<file path="config.mk">
export PLATFORM = sky130hd
export DESIGN_NAME = ecr_cause_reg
export DESIGN_NICKNAME = d
export VERILOG_FILES = /design/src/verilog/ecr_pkg.sv /design/src/verilog/ecr_sync.sv /design/src/verilog/ecr_code_map.sv /design/src/verilog/ecr_cause_reg.sv
export VERILOG_INCLUDE_DIRS = /design/src /design/src/verilog
export SDC_FILE = /design/constraint.sdc
export NUM_CORES = 1
export LEC_CHECK = 0
export ABC_CLOCK_PERIOD_IN_PS = 2000
export BUFFER_PORTS_ARGS = -buffer_cell sky130_fd_sc_hd__clkbuf_2
export CELL_PAD_IN_SITES_DETAIL_PLACEMENT = 1
export CELL_PAD_IN_SITES_GLOBAL_PLACEMENT = 2
export CORE_AREA = 10 10 111 162
export DETAILED_ROUTE_END_ITERATION = 10
export DIE_AREA = 0 0 121 172
export PLACE_DENSITY_LB_ADDON = 0.1
export RECOVER_POWER = 25
export REMOVE_ABC_BUFFERS = 1
export SETUP_SLACK_MARGIN = 0.15
export SYNTH_ARGS = -nofsm -noshare
export SYNTH_HDL_FRONTEND = slang
export SYNTH_SLANG_ARGS = --single-unit
</file>
<file path="constraint.sdc">
create_clock -name core_clk_i -period 2 [get_ports core_clk_i]
set_clock_uncertainty 0.1 [all_clocks]
set_input_delay 0 -clock core_clk_i [delete_from_list [all_inputs] [get_ports core_clk_i]]
set_output_delay 0 -clock core_clk_i [all_outputs]
set_load 0.05 [all_outputs]
</file>
<file path="src/verilog/ecr_consts.svh">
// Constants for the exception cause register block
`ifndef ECR_CONSTS_SVH
`define ECR_CONSTS_SVH

// ***********************************
// Register offsets (word index times four)
// ***********************************
`define ECR_OFF_CAUSE 8'h00
`define ECR_OFF_RESUME 8'h04
`define ECR_OFF_STATUS 8'h08
`define ECR_OFF_MASK 8'h0C

// ***********************************
// Cause register field positions
// ***********************************
`define ECR_BIT_DELAY 31
`define ECR_CU_HI 29
`define ECR_CU_LO 28
`define ECR_IP_HI 15
`define ECR_IP_LO 8
`define ECR_SWIP_HI 9
`define ECR_HWIP_LO 10
`define ECR_CODE_HI 5
`define ECR_CODE_LO 2
`define ECR_CAUSE_RESET 32'h0000_0000
`define ECR_RESUME_RESET 32'h0000_0000

// ***********************************
// Cause codes
// ***********************************
`define ECR_CODE_INT 4'h0
`define ECR_CODE_MOD 4'h1
`define ECR_CODE_TLB_LOAD 4'h2
`define ECR_CODE_TLB_STORE 4'h3
`define ECR_CODE_ADDR_LOAD 4'h4
`define ECR_CODE_ADDR_STORE 4'h5
`define ECR_CODE_BUS_FETCH 4'h6
`define ECR_CODE_BUS_DATA 4'h7
`define ECR_CODE_SYSCALL 4'h8
`define ECR_CODE_BREAK 4'h9
`define ECR_CODE_BAD_OP 4'hA
`define ECR_CODE_COP 4'hB
`define ECR_CODE_WRAP 4'hC

// ***********************************
// Interrupt status bits
// ***********************************
`define ECR_IRQ_EXC 0
`define ECR_IRQ_PEND 1
`define ECR_IRQ_RESERVED 2
`define ECR_IRQ_W 3

`endif

</file>
<file path="src/verilog/ecr_pkg.sv">
// Types for the exception cause register block
package ecr_pkg;

	// Exception kinds raised by the pipeline
	typedef enum logic [3:0] {
		ECR_EXC_INT = 4'h0,
		ECR_EXC_MOD = 4'h1,
		ECR_EXC_TLB_LOAD = 4'h2,
		ECR_EXC_TLB_STORE = 4'h3,
		ECR_EXC_ADDR_LOAD = 4'h4,
		ECR_EXC_ADDR_STORE = 4'h5,
		ECR_EXC_BUS_FETCH = 4'h6,
		ECR_EXC_BUS_DATA = 4'h7,
		ECR_EXC_SYSCALL = 4'h8,
		ECR_EXC_BREAK = 4'h9,
		ECR_EXC_BAD_OP = 4'hA,
		ECR_EXC_COP = 4'hB,
		ECR_EXC_WRAP = 4'hC,
		ECR_EXC_RSVD = 4'hF
	} ecr_exc_kind_t;

	// One exception report from the pipeline
	typedef struct packed {
		logic valid;
		ecr_exc_kind_t kind;
		logic in_delay_slot;
		logic [1:0] cop_num;
		logic [31:0] fault_pc;
		logic [31:0] branch_pc;
	} ecr_exc_req_t;

	// Register bus request
	typedef struct packed {
		logic [7:0] addr;
		logic [31:0] wdata;
		logic wr;
		logic rd;
	} ecr_bus_req_t;

	// Latch state
	typedef enum logic [1:0] {
		ECR_ST_IDLE = 2'b01,
		ECR_ST_HOLD = 2'b10
	} ecr_state_t;

endpackage

</file>
<file path="src/verilog/ecr_sync.sv">
// Two-flop synchroniser for the interrupt pins
`timescale 1ns/10ps
module ecr_sync #(
	parameter int WIDTH = 6
) (
	input wire logic core_clk_i, // Core clock
	input wire logic rst_i, // Synchronous reset
	input wire logic [WIDTH-1:0] async_i, // Unsynchronised levels
	output logic [WIDTH-1:0] sync_o // Synchronised levels
);
	logic [WIDTH-1:0] stage1;
	logic [WIDTH-1:0] stage2;
	logic [WIDTH-1:0] next_stage1;
	logic [WIDTH-1:0] next_stage2;

	always_comb begin
		next_stage1 = async_i;
		next_stage2 = stage1;
	end

	always_ff @(posedge core_clk_i) begin
		if (rst_i) begin
			stage1 <= '0;
			stage2 <= '0;
		end else begin
			stage1 <= next_stage1;
			stage2 <= next_stage2;
		end
	end

	assign sync_o = stage2;
endmodule

</file>
<file path="src/verilog/ecr_code_map.sv">
// Maps an exception kind onto the cause code field
`timescale 1ns/10ps
`include "ecr_consts.svh"
module ecr_code_map (
	input ecr_pkg::ecr_exc_kind_t kind_i, // Exception kind
	output logic [3:0] code_o, // Cause code
	output logic known_o // Kind has a defined code
);
	always_comb begin
		known_o = 1'b1;
		case (kind_i)
			ecr_pkg::ECR_EXC_INT: code_o = `ECR_CODE_INT;
			ecr_pkg::ECR_EXC_MOD: code_o = `ECR_CODE_MOD;
			ecr_pkg::ECR_EXC_TLB_LOAD: code_o = `ECR_CODE_TLB_LOAD;
			ecr_pkg::ECR_EXC_TLB_STORE: code_o = `ECR_CODE_TLB_STORE;
			ecr_pkg::ECR_EXC_ADDR_LOAD: code_o = `ECR_CODE_ADDR_LOAD;
			ecr_pkg::ECR_EXC_ADDR_STORE: code_o = `ECR_CODE_ADDR_STORE;
			ecr_pkg::ECR_EXC_BUS_FETCH: code_o = `ECR_CODE_BUS_FETCH;
			ecr_pkg::ECR_EXC_BUS_DATA: code_o = `ECR_CODE_BUS_DATA;
			ecr_pkg::ECR_EXC_SYSCALL: code_o = `ECR_CODE_SYSCALL;
			ecr_pkg::ECR_EXC_BREAK: code_o = `ECR_CODE_BREAK;
			ecr_pkg::ECR_EXC_BAD_OP: code_o = `ECR_CODE_BAD_OP;
			ecr_pkg::ECR_EXC_COP: code_o = `ECR_CODE_COP;
			ecr_pkg::ECR_EXC_WRAP: code_o = `ECR_CODE_WRAP;
			default: begin
				code_o = `ECR_CODE_INT;
				known_o = 1'b0;
			end
		endcase
	end
endmodule

</file>
<file path="src/verilog/ecr_cause_reg.sv">
// Exception cause register with resume address and interrupt status
`timescale 1ns/10ps
`include "ecr_consts.svh"
// Overview of operation
// - A 32-bit readable, writable register describes the last exception.
// - Each exception writes a 4-bit cause code.
// - Delay slot flag is 1 for a delay slot exception, else 0.
// - Coprocessor unusable loads the referenced coprocessor number.
// - Pending bits 1..0 are software writable interrupt requests.
// - Pending bits 7..2 are read only and follow interrupt sources.
// - Six external interrupt inputs; pending bit 5 is the FPU interrupt.
// - Unused bits ignore writes and read zero.
// - Codes: protected write 1, miss load 2, miss store 3.
// - Codes: address error load 4, store 5.
// - Codes: bus error fetch 6, data 7.
// - Codes: interrupt 0, syscall 8 to overflow 12; 13-15 reserved.
// - In a delay slot the resume address is the preceding branch.
module ecr_cause_reg #(
	parameter int HW_IRQS = 6
) (
	input wire logic core_clk_i, // Core clock, 10 MHz
	input wire logic rst_i, // Synchronous reset, active high
	input wire logic [HW_IRQS-1:0] hw_irq_i, // External interrupt pins
	input ecr_pkg::ecr_exc_req_t exc_i, // Exception report from pipeline
	input wire logic [7:0] bus_addr_i, // Register byte address
	input wire logic [31:0] bus_wdata_i, // Write data
	input wire logic bus_wr_i, // Write strobe
	input wire logic bus_rd_i, // Read strobe
	output logic [31:0] bus_rdata_o, // Read data, cycle after strobe
	output logic [7:0] pending_irq_bits_o, // Live pending bits
	output logic [31:0] resume_address_o, // Resume address
	output logic irq_o // Block interrupt, level
);

	// ***********************************
	// Interrupt inputs
	// ***********************************
	logic [HW_IRQS-1:0] hw_irq_sync;

	ecr_sync #(
		.WIDTH(HW_IRQS)
	) u_sync (
		.core_clk_i(core_clk_i),
		.rst_i(rst_i),
		.async_i(hw_irq_i),
		.sync_o(hw_irq_sync)
	);

	// ***********************************
	// Cause code mapping
	// ***********************************
	logic [3:0] mapped_code;
	logic code_known;

	ecr_code_map u_map (
		.kind_i(exc_i.kind),
		.code_o(mapped_code),
		.known_o(code_known)
	);

	// ***********************************
	// Register state
	// ***********************************
	logic delay_slot_flag;
	logic [1:0] cop_unit;
	logic [1:0] sw_irq;
	logic [3:0] cause_code_field;
	logic [31:0] resume_address;
	logic [`ECR_IRQ_W-1:0] irq_status;
	logic [`ECR_IRQ_W-1:0] irq_mask;
	logic [31:0] rdata;
	ecr_pkg::ecr_state_t state;

	logic next_delay_slot_flag;
	logic [1:0] next_cop_unit;
	logic [1:0] next_sw_irq;
	logic [3:0] next_cause_code_field;
	logic [31:0] next_resume_address;
	logic [`ECR_IRQ_W-1:0] next_irq_status;
	logic [`ECR_IRQ_W-1:0] next_irq_mask;
	logic [31:0] next_rdata;
	ecr_pkg::ecr_state_t next_state;

	logic [7:0] pending_irq_bits;
	logic [31:0] cause_word;
	logic [`ECR_IRQ_W-1:0] irq_events;
	logic wr_cause;
	logic wr_resume;
	logic wr_status;
	logic wr_mask;
	logic [7:0] pend_prev;

	// Builds the architectural view of the cause register
	function automatic logic [31:0] pack_cause(input logic bd, input logic [1:0] cu, input logic [7:0] ip,
		input logic [3:0] code);
		logic [31:0] w;
		w = 32'h0000_0000;
		w[`ECR_BIT_DELAY] = bd;
		w[`ECR_CU_HI:`ECR_CU_LO] = cu;
		w[`ECR_IP_HI:`ECR_IP_LO] = ip;
		w[`ECR_CODE_HI:`ECR_CODE_LO] = code;
		return w;
	endfunction

	// pin 0 lands on pending bit 2
	always_comb begin
		pending_irq_bits = {hw_irq_sync, sw_irq};
	end

	always_comb begin
		cause_word = pack_cause(delay_slot_flag, cop_unit, pending_irq_bits, cause_code_field);
	end

	always_comb begin
		wr_cause = bus_wr_i && (bus_addr_i == `ECR_OFF_CAUSE);
		wr_resume = bus_wr_i && (bus_addr_i == `ECR_OFF_RESUME);
		wr_status = bus_wr_i && (bus_addr_i == `ECR_OFF_STATUS);
		wr_mask = bus_wr_i && (bus_addr_i == `ECR_OFF_MASK);
	end

	// ***********************************
	// Exception capture
	// ***********************************
	// A pipeline exception outranks a software write of the code, delay flag, resume address and (for COP) unit in the same cycle,
	// since losing a real fault report is worse than losing a rewrite.
	always_comb begin
		next_delay_slot_flag = delay_slot_flag;
		next_cop_unit = cop_unit;
		next_sw_irq = sw_irq;
		next_cause_code_field = cause_code_field;
		next_resume_address = resume_address;
		next_state = state;
		if (wr_cause) begin
			next_sw_irq = bus_wdata_i[`ECR_SWIP_HI:`ECR_IP_LO];
		end
		if (wr_cause) begin
			next_delay_slot_flag = bus_wdata_i[`ECR_BIT_DELAY];
			next_cop_unit = bus_wdata_i[`ECR_CU_HI:`ECR_CU_LO];
			next_cause_code_field = bus_wdata_i[`ECR_CODE_HI:`ECR_CODE_LO];
		end
		if (wr_resume) begin
			next_resume_address = bus_wdata_i;
		end
		case (state)
			ecr_pkg::ECR_ST_IDLE: begin
				if (exc_i.valid) begin
					next_state = ecr_pkg::ECR_ST_HOLD;
				end
			end
			ecr_pkg::ECR_ST_HOLD: begin
				if (!exc_i.valid) begin
					next_state = ecr_pkg::ECR_ST_IDLE;
				end
			end
			default: begin
				next_state = ecr_pkg::ECR_ST_IDLE;
			end
		endcase
		if (exc_i.valid) begin
			next_cause_code_field = mapped_code;
			next_delay_slot_flag = exc_i.in_delay_slot;
			if (exc_i.kind == ecr_pkg::ECR_EXC_COP) begin
				next_cop_unit = exc_i.cop_num;
			end
			if (exc_i.in_delay_slot) begin
				next_resume_address = exc_i.branch_pc;
			end else begin
				next_resume_address = exc_i.fault_pc;
			end
		end
	end

	always_ff @(posedge core_clk_i) begin
		if (rst_i) begin
			delay_slot_flag <= 1'b0;
			cop_unit <= 2'h0;
			sw_irq <= 2'h0;
			cause_code_field <= 4'h0;
			resume_address <= `ECR_RESUME_RESET;
			state <= ecr_pkg::ECR_ST_IDLE;
		end else begin
			delay_slot_flag <= next_delay_slot_flag;
			cop_unit <= next_cop_unit;
			sw_irq <= next_sw_irq;
			cause_code_field <= next_cause_code_field;
			resume_address <= next_resume_address;
			state <= next_state;
		end
	end

	// ***********************************
	// Interrupt status and mask
	// ***********************************
	always_comb begin
		irq_events = '0;
		irq_events[`ECR_IRQ_EXC] = exc_i.valid && (state == ecr_pkg::ECR_ST_IDLE);
		irq_events[`ECR_IRQ_PEND] = |(pending_irq_bits & ~pend_prev);
		irq_events[`ECR_IRQ_RESERVED] = exc_i.valid && !code_known;
	end

	// Set wins over a write-one-to-clear in the same cycle
	always_comb begin
		next_irq_status = irq_status;
		next_irq_mask = irq_mask;
		if (wr_status) begin
			next_irq_status = irq_status & ~bus_wdata_i[`ECR_IRQ_W-1:0];
		end
		next_irq_status = next_irq_status | irq_events;
		if (wr_mask) begin
			next_irq_mask = bus_wdata_i[`ECR_IRQ_W-1:0];
		end
	end

	always_ff @(posedge core_clk_i) begin
		if (rst_i) begin
			irq_status <= '0;
			irq_mask <= '0;
			pend_prev <= 8'h00;
		end else begin
			irq_status <= next_irq_status;
			irq_mask <= next_irq_mask;
			pend_prev <= pending_irq_bits;
		end
	end

	// ***********************************
	// Read port
	// ***********************************
	always_comb begin
		next_rdata = 32'h0000_0000;
		if (bus_rd_i) begin
			case (bus_addr_i)
				`ECR_OFF_CAUSE: next_rdata = cause_word;
				`ECR_OFF_RESUME: next_rdata = resume_address;
				`ECR_OFF_STATUS: next_rdata = {29'h0, irq_status};
				`ECR_OFF_MASK: next_rdata = {29'h0, irq_mask};
				default: next_rdata = 32'h0000_0000;
			endcase
		end
	end

	always_ff @(posedge core_clk_i) begin
		if (rst_i) begin
			rdata <= 32'h0000_0000;
		end else begin
			rdata <= next_rdata;
		end
	end

	assign bus_rdata_o = rdata;
	assign pending_irq_bits_o = pending_irq_bits;
	assign resume_address_o = resume_address;
	assign irq_o = |(irq_status & irq_mask);

endmodule

</file>
==> results of run 1 <==
## routing by layer
layer  track usage [%]  part of all wire (%)  vias to the layer above
li1                  -                     -                     2048
met1              16.4                    38                     1976
met2              28.3                    53                      127
met3              5.42                   7.8                        9
met4              3.84                  0.81                        0
met5                 0                     0                        -
## cell type report
cell class              count  area share, %
flip-flops and latches    101           32.0
multi-input cells         300           30.9
repair buffers            272           27.0
well taps                 199           3.94
clock buffers              10           3.78
clock inverters             5           1.70
inverters                  11          0.653
## kinds of logic after synthesis
family | count (synthesis)
simple gates | 147
mux | 47
flops | 101
buf+inv | 46
xor+xnor | 1
compound gates | 105
## how the worst min path moves through the flow
| stage | start | to | slack, ns | depth (start not counted) |
|---|---|---|---|---|
| 3_5_place_dp | hw_irq_i[2] | u_sync.next_stage2[2] | 0.12 | 2 |
| 6_report | exc_i[39] | resume_address_o[7] | 0.0006 | 5 |
| 3_3_place_gp | hw_irq_i[3] | u_sync.next_stage2[3] | 0.11 | 2 |
| 2_1_floorplan | rst_i | pend_prev[1] | -0.03 | 1 |
| 5_1_grt | exc_i[12] | resume_address_o[12] | 0.04 | 5 |
| 4_1_cts | exc_i[38] | resume_address_o[6] | 0.002 | 5 |
## registers in the layout, summed over array words and instances (netlist names), 3 cells and up
name and count:
resume_address_o 32, u_sync.sync_o 6, pend_prev 8, irq_status 3
irq_mask 3, u_sync.next_stage2 6, bus_rdata_o 32, cause_code_field 4
## metrics by stage
stage	setup WS (ns)	util (%)	hold WS [ns]	instances	cell area [um2]
floorplan	0.102	-	-0.0333	412	3980
global placement	0.508	35.7	0.114	821	5390
detailed placement	0.363	35.7	0.120	821	5390
CTS	0.156	42.2	0.00181	899	6360
global route	0.159	41.9	0.0446	898	6320
finish	0.226	41.9	0.000642	898	6320
## cell usage after synthesis, types with 2 or more instances
cell | instances | share of area, %
mux2i_1 | 44 | 11
nand4b_1 | 3 | 0.64
o21ai_0 | 4 | 0.48
o22ai_1 | 2 | 0.30
nand3b_1 | 2 | 0.36
or3_1 | 2 | 0.30
and3_1 | 3 | 0.45
a21oi_1 | 37 | 4.5
nor2_1 | 30 | 2.7
mux2_2 | 2 | 0.54
dfxtp_1 | 101 | 49
o211ai_1 | 32 | 5.8
nand2_1 | 68 | 6.2
a221oi_1 | 2 | 0.42
clkbuf_1 | 22 | 2.0
inv_1 | 11 | 1.0
and2_1 | 15 | 2.3
a211oi_1 | 6 | 1.1
nand3_1 | 2 | 0.24
buf_2 | 11 | 1.3
nor2b_1 | 17 | 2.6
a22oi_1 | 16 | 2.9
## worst reg2reg max path, stage by stage (launching register included)
cell and delay (ns):
dfxtp_1 0.35, mux2i_1 0.09, a211oi_1 0.23, dlygate4sd3_1 0.57
## power by group
| group | internal [mW] | switching [mW] | total (mW) |
|---|---|---|---|
| Combinational | 0.335 | 0.452 | 0.787 |
| Clock | 1.26 | 0.773 | 2.03 |
| Sequential | 2.08 | 0.0539 | 2.14 |
## timing repair
item / 4_1_cts / 5_1_grt
setup endpoints to repair: 0 / 15
setup buffers: 0 / 0
resized for setup: 0 / 7
hold buffers: 63 / 0
hold endpoints to repair: 51 / 0
==> impl_metrics.yaml, run 1 <==
worst_setup_path:
  reg2regPathDepth: 3
  crit_start: "exc_i[70]"
  path_common_cell: "dlygate4sd3_1"
  end_kind: "flip-flop"
  arrival_ns: 1.90
  critPathTopFamily: "buffers and inverters"
  required_ns: 2.12
  critical_path_depth: 7
  critPathKind: "in -> reg"
  crit_end: "cop_unit[0]"
  r2r_slack_ns: 0.61
  r2r_end: "cause_code_field[0]"
  path_buf_inv: 3
  crit_chain: "dlygate4sd3_1 -> buf_2 -> nand2_1 -> or3_4 -> nor2_2 -> a211oi_2 -> dlygate4sd3_1"
  critPathMaxFanout: 4
  crit_path_top_delay_cell: "dlygate4sd3_1"
  cpPeakStageDelay_ns: 0.56
  cp-start-kind: "input port"
  r2r-start: "cause_code_field[0]"
synthesis:
  synth-main-ff-cell: "dfxtp_1"
  synth.distinct_cells: 37
  synth_top_family_by_area: "simple AND/OR/NAND/NOR gates"
  syn_area_um2: 4130
  synthSimpleGateAreaFrac_pct: 17.6
  synth_compound_area_share_pct: 16.7
  synthCells: 447
  avgSynthCellArea_um2: 9.25
  synth_edf_count: 0
  synth-seq-cells: 101
  synth_adder_area_share_pct: 0
  synth-xor-area-share_pct: 0.212
  synth-seq-area-share_pct: 48.9
  synthMuxAreaShare_pct: 11.7
  yosys_warnings: 0
  async_flop_share_pct: 0
drt:
  drc: 0
  wl_um: 16100
  wl_per_cell_um: 18.0
  dr.pass1.iters: 6
  via_count: 4160
  ant_nets: 0
  drt_iter0_markers: 110
  vias_per_cell: 4.63
status:
  outcome: "finished, final reports clean"
clocking:
  clockRootBuffer: "clkbuf_16"
  cts_tree: "yes"
  cts.sinks: 101
  cts_buffer_depth: 2
  clkTransAtPathRegs_ns: 0.07
  ctsHtreeMaxLevel: 3
  clock_latency_ns: 0.34
  cts_made_buffers: 9
floorplan:
  chipWidth_um: 121
  coreArea_um2: 15100
  initial_core_util_pct: 27.4
  pin_count: 195
  die_area_um2: 20800
  die_y_um: 172
  num_rows: 55
layout:
  layout_commonest_cell: "clkbuf_2"
  diodes: 0
  area_growth_syn_to_layout_pct: 53.0
  final_layout_size_suffix_gt1_share_pct: 27.9
  final_cell_mix: "150 x clkbuf_2, 101 x dfxtp_1, 68 x nand2_1"
  nNetsFinal: 817
  multi_input_area_um2: 1950
  ff_latch_area_um2: 2020
  fillers: 1789
pwr:
  ir_drop_uv: 347
  p_leak_nw: 2.81
  total_power_mw: 4.96
  powerDensity_nw_per_um2: 784
placed_design:
  io_buffers: 194
  hpwlAfterDp_um: 11900
  routabilityCongestion: 0.780
sta:
  rsz0062_at_grt: "false"
  finalSetupViolCount: 0
  finalSetupTns_ns: 0
  period_share_pct: 88.7
  period_minus_slack_ns: 1.77
  slew-limit-headroom_pct: 55.4
  finalMaxSlewViolations: 0
  fmaxAchievable_ghz: 0.564
  tightest_slew_ns: 0.671
  hold_viol_final: 0
job:
  max_cap_viol_count: 0
global_routing:
  grt_use_total_pct: 15.5
  grt_pass1_wl_um: 25400
  grt-ovfl-total: 0
  antenna_found_initial: 0
  grt_max_degree: 59
  grt_pass1_vias: 4739
hold_path:
  worstHoldPathType: "in -> reg"
Note: power is estimated with default switching activity, not from simulation.
==> run 2: changes to the inputs <==
PLACE_DENSITY = 0.83   (was unset)
PLACE_DENSITY_LB_ADDON = unset   (was 0.1)
==> run 2 against run 1 <==
Against the previous run: register-to-register slack better by 0.06 ns; worst hold slack about the same; clock-buffer cell count down 1; cell area up 1.2%; critical path type unchanged; worst setup slack better by 0.053 ns; total power fell by 6.2%; sequential power about the same; largest cell class unchanged.
==> impl_metrics.yaml, run 2 (synthesized netlist as in run 1, its figures left out) <==
floorplan:
  die_y_um: 172
  num_rows: 55
  chipWidth_um: 121
  die_area_um2: 20800
  pin_count: 195
  initial_core_util_pct: 27.4
  coreArea_um2: 15100
placed_design:
  dpl_cell_area_um2: 5370
  io_buffers: 194
  hpwlAfterDp_um: 12200
  routabilityCongestion: 0.781
pwr:
  ir_drop_uv: 405
  total_power_mw: 4.65
  powerDensity_nw_per_um2: 727
  p_leak_nw: 2.91
drt:
  drc: 0
  via_count: 4251
  wl_per_cell_um: 18.2
  drt_iter0_markers: 146
  wl_um: 16600
  dr.pass1.iters: 4
  vias_per_cell: 4.66
  ant_nets: 0
sta:
  fmaxAchievable_ghz: 0.581
  tightest_slew_ns: 0.674
  hold_viol_final: 0
  rsz0062_at_grt: "false"
  finalSetupTns_ns: 0
  finalMaxSlewViolations: 0
  period_share_pct: 86.1
  slew-limit-headroom_pct: 55.3
  finalSetupViolCount: 0
  period_minus_slack_ns: 1.72
worst_setup_path:
  cpPeakStageDelay_ns: 0.57
  end_kind: "flip-flop"
  cp-start-kind: "input port"
  path_common_cell: "dlygate4sd3_1"
  critPathMaxFanout: 4
  crit_chain: "dlygate4sd3_1 -> clkbuf_2 -> nand2_1 -> or3_4 -> nor2_1 -> a211oi_1 -> dlygate4sd3_1"
  critPathKind: "in -> reg"
  crit_path_top_delay_cell: "dlygate4sd3_1"
  required_ns: 2.12
  arrival_ns: 1.84
clocking:
  cts_buffer_depth: 2
  cts.sinks: 101
  clockRootBuffer: "clkbuf_16"
  ctsHtreeMaxLevel: 3
  clkTransAtPathRegs_ns: 0.08
  cts_tree: "yes"
  cts_made_buffers: 9
  clock_latency_ns: 0.34
global_routing:
  grt_max_degree: 56
  grt_pass1_vias: 4699
  grt_pass1_wl_um: 25500
  grt_use_total_pct: 15.5
  antenna_found_initial: 0
  grt-ovfl-total: 0
layout:
  final_layout_size_suffix_gt1_share_pct: 30.0
  final_cell_mix: "174 x clkbuf_2, 101 x dfxtp_1, 76 x dlygate4sd3_1"
  final_util_pct: 42.4
  area_growth_syn_to_layout_pct: 54.8
  layout_commonest_cell: "clkbuf_2"
  final_area_um2: 6400
  diodes: 0
  nNetsFinal: 831
hold_path:
  worstHoldPathType: "in -> reg"
job:
  max_cap_viol_count: 0
status:
  outcome: "finished, final reports clean"
-- run 2: per-layer routing --
layer | GRT usage (%) | vias to the layer above | part of all wire [%]
met5 | 0 | - | 0
met4 | 4.74 | 0 | 1.7
met3 | 4.73 | 14 | 6.9
met2 | 29.2 | 126 | 56
met1 | 15.8 | 2027 | 36
li1 | - | 2084 | -
-- run 2: repair_timing --
action,4_1_cts,5_1_grt
hold buffers,76,0
endpoints found under the setup margin,0,2
buffers inserted,0,1
resized for setup,0,1
hold endpoints to repair,53,0
-- run 2: final cells by class --
type / count / area (um2)
clock buffer: 9 / 225
clock inverter: 7 / 57.6
fill: 1786 / 8670
inverter: 11 / 41.3
multi-input combinational: 300 / 1940
sequential: 101 / 2020
tap: 199 / 249
timing repair buffer: 286 / 1860
-- run 2: through the flow --
step / hold slack, ns / setup WS (ns) / cells
2_1_floorplan: -0.0333 / 0.102 / 412
3_3_place_gp: 0.116 / 0.352 / 820
3_5_place_dp: 0.117 / 0.281 / 820
4_1_cts: 0.000380 / 0.180 / 912
5_1_grt: 0.0239 / 0.205 / 913
6_report: 0.000633 / 0.279 / 913
-- run 2: worst paths after layout --
| kind | startpoint | to | slack (ns) | cells past startpoint |
|---|---|---|---|---|
| min | exc_i[41] | resume_address_o[9] | 0.0006 | 5 |
| max | exc_i[68] | cop_unit[0] | 0.28 | 7 |
| min reg2reg | u_sync.next_stage2[1] | u_sync.sync_o[1] | 0.35 | 1 |
| max reg2reg | cop_unit[0] | cop_unit[0] | 0.67 | 3 |
-- run 2: report_power, final --
group | switching [mW] | total [mW] | internal [mW] | leakage, nW
clock | 0.829 | 1.69 | 0.865 | 0.140
combinational | 0.461 | 0.815 | 0.354 | 1.95
sequential | 0.0538 | 2.14 | 2.08 | 0.826
total | 1.34 | 4.65 | 3.30 | 2.91
-- run 2: worst max-delay path: cells and delay by family --
family / cells / cell delay, ns
AO/OA/AOI/OAI: 1 / 0.05
buffers and inverters: 3 / 1.27
AND/OR/NAND/NOR: 3 / 0.52
==> run 3: changes to the inputs <==
BUFFER_PORTS_ARGS = unset   (was -buffer_cell sky130_fd_sc_hd__clkbuf_2)
CELL_PAD_IN_SITES_DETAIL_PLACEMENT = 0   (was 1)
CELL_PAD_IN_SITES_GLOBAL_PLACEMENT = 1   (was 2)
CORE_AREA = 10 10 90 131   (was 10 10 111 162)
DIE_AREA = 0 0 100 141   (was 0 0 121 172)
DONT_BUFFER_PORTS = 1   (was unset)
PLACE_DENSITY = 0.77   (was 0.83)
==> run 3 against run 2 <==
Against the previous run: die area fell by 32%; via count is 13% lower; worst setup slack worse by 0.018 ns; critical path type unchanged.
==> impl_metrics.yaml, run 3 (synthesized netlist as in run 1, its figures left out) <==
drt:
  ant_nets: 0
  wl_um: 13700
  via_count: 3697
  dr.pass1.iters: 6
  vias_per_cell: 5.46
  drc: 0
  drt_iter0_markers: 135
  wl_per_cell_um: 20.3
layout:
  final_layout_size_suffix_gt1_share_pct: 7.65
  final_cell_mix: "101 x dfxtp_1, 96 x dlygate4sd3_1, 68 x nand2_1"
  final_util_pct: 59.6
  nNetsFinal: 679
  area_growth_syn_to_layout_pct: 37.4
  layout_commonest_cell: "dfxtp_1"
  diodes: 0
worst_setup_path:
  crit_chain: "nor4_4 -> buf_4 -> clkbuf_1 -> nand4_1 -> buf_4 -> mux2i_1 -> a211oi_1 -> dlygate4sd3_1"
  crit_path_top_delay_cell: "dlygate4sd3_1"
  r2r_end: "irq_status[1]"
  critPathKind: "in -> reg"
  r2r-start: "u_sync.sync_o[1]"
  path_common_cell: "buf_4"
  r2r_slack_ns: 0.35
  reg2regPathDepth: 5
  required_ns: 2.18
  critPathTopFamily: "buffers and inverters"
  path_buf_inv: 4
  end_kind: "flip-flop"
  critPathMaxFanout: 9
  cp-start-kind: "input port"
  arrival_ns: 1.92
  cpPeakStageDelay_ns: 0.56
placed_design:
  dp_slack_ns: 0.396
  routabilityCongestion: 0.806
  io_buffers: 0
  hpwlAfterDp_um: 8760
sta:
  hold_viol_final: 0
  tightest_slew_ns: 0.755
  rsz0062_at_grt: "false"
  finalSetupViolCount: 0
  finalMaxSlewViolations: 0
  period_share_pct: 87.0
  fmaxAchievable_ghz: 0.575
  finalSetupTns_ns: 0
  worst_slack_ns: 0.260
  slew-limit-headroom_pct: 49.7
  timing.hold.ws_ns: 0.0342
  period_minus_slack_ns: 1.74
floorplan:
  num_rows: 44
  pin_count: 195
  initial_core_util_pct: 43.4
  chipWidth_um: 100
  die_y_um: 141
  die_area_um2: 14100
  coreArea_um2: 9520
hold_path:
  hold_start: "bus_addr_i[4]"
  holdPathEnd: "irq_mask[0]"
  worstHoldPathType: "in -> reg"
  whs_path_depth: 4
global_routing:
  grt-ovfl-total: 0
  grt_use_total_pct: 19.2
  antenna_found_initial: 0
  grt_max_degree: 70
  grt_pass1_vias: 3992
  grt_pass1_wl_um: 21600
job:
  max_cap_viol_count: 0
clocking:
  cts_made_buffers: 9
  clock_latency_ns: 0.34
  clockRootBuffer: "clkbuf_16"
  cts_buffer_depth: 2
  cts_tree: "yes"
  cts.sinks: 101
  ctsHtreeMaxLevel: 3
  clkTransAtPathRegs_ns: 0.07
pwr:
  p_comb_share_pct: 13.4
  p_clk_share_pct: 40.0
  seqPwrFrac_pct: 46.7
  p_switching_mw: 1.22
  powerDensity_nw_per_um2: 828
  total_power_mw: 4.70
  p_sw_share_pct: 25.9
  ir_drop_uv: 629
  p_leak_nw: 2.25
  internal-power_mw: 3.48
status:
  outcome: "finished, final reports clean"
run 3: changes by cell type in the layout (fill, tap and decap cells not counted), sizes merged:
cell         delta
clkbuf        -175
dlygate4sd3    +20
buf             +3
bufinv          +2
clkinv          -1
inv             -1
run 3: worst max path at each step:
stage               slack, ns          start  cells past startpoint              endpoint
floorplan                0.10  bus_addr_i[2]                      4   resume_address_o[0]
global placement         0.42  bus_addr_i[7]                      5   resume_address_o[2]
detailed placement       0.40  bus_addr_i[5]                      5  resume_address_o[20]
CTS                      0.26  bus_addr_i[7]                      6  resume_address_o[25]
global route             0.13  bus_addr_i[0]                      8           cop_unit[1]
finish                   0.26  bus_addr_i[0]                      8           cop_unit[1]
run 3: what timing repair did:
action | CTS | global route
gates resized for setup | 0 | 1
hold buffers | 98 | 0
setup endpoints to repair | 0 | 20
setup buffers | 0 | 2
endpoints found under the hold margin | 96 | 0
run 3: cell type report:
class                           instances  area (um2)
Clock buffer                            9         225
Clock inverter                          7        97.6
Fill cell                             851        3840
Inverter                               11        41.3
Multi-Input combinational cell        300        1930
Sequential cell                       101        2020
Tap cell                              115         144
Timing Repair Buffer                  134        1210
run 3: layer usage:
| metal | share of wire, % | GRT usage (%) | vias to the layer above |
|---|---|---|---|
| li1 | - | - | 1786 |
| met1 | 37 | 20.3 | 1738 |
| met2 | 52 | 33.5 | 151 |
| met3 | 7.7 | 5.72 | 22 |
| met4 | 2.5 | 9.03 | 0 |
| met5 | 0 | 0 | - |
run 3: metrics by stage:
| step | instances | instance area, um2 |
|---|---|---|
| 2_1_floorplan | 412 | 3980 |
| 3_3_place_gp | 561 | 4390 |
| 3_5_place_dp | 561 | 4390 |
| 4_1_cts | 675 | 5730 |
| 5_1_grt | 677 | 5680 |
| 6_report | 677 | 5680 |
run 3: power groups by stage:
| stage | combinational (mW) | clock [mW] | sequential (mW) |
|---|---|---|---|
| floorplan | 0.191 | 0 | 2.34 |
| global placement | 0.400 | 0 | 2.24 |
| detailed placement | 0.407 | 0 | 2.24 |
| CTS | 0.640 | 1.92 | 2.19 |
| global route | 0.680 | 2.00 | 2.20 |
| finish | 0.628 | 1.88 | 2.19 |
run 3: worst min-delay path, cell delays in order:
cell and delay, ns:
nor2_2 0.07, nand3_1 0.20, mux2i_1 0.11, nor2_1 0.07
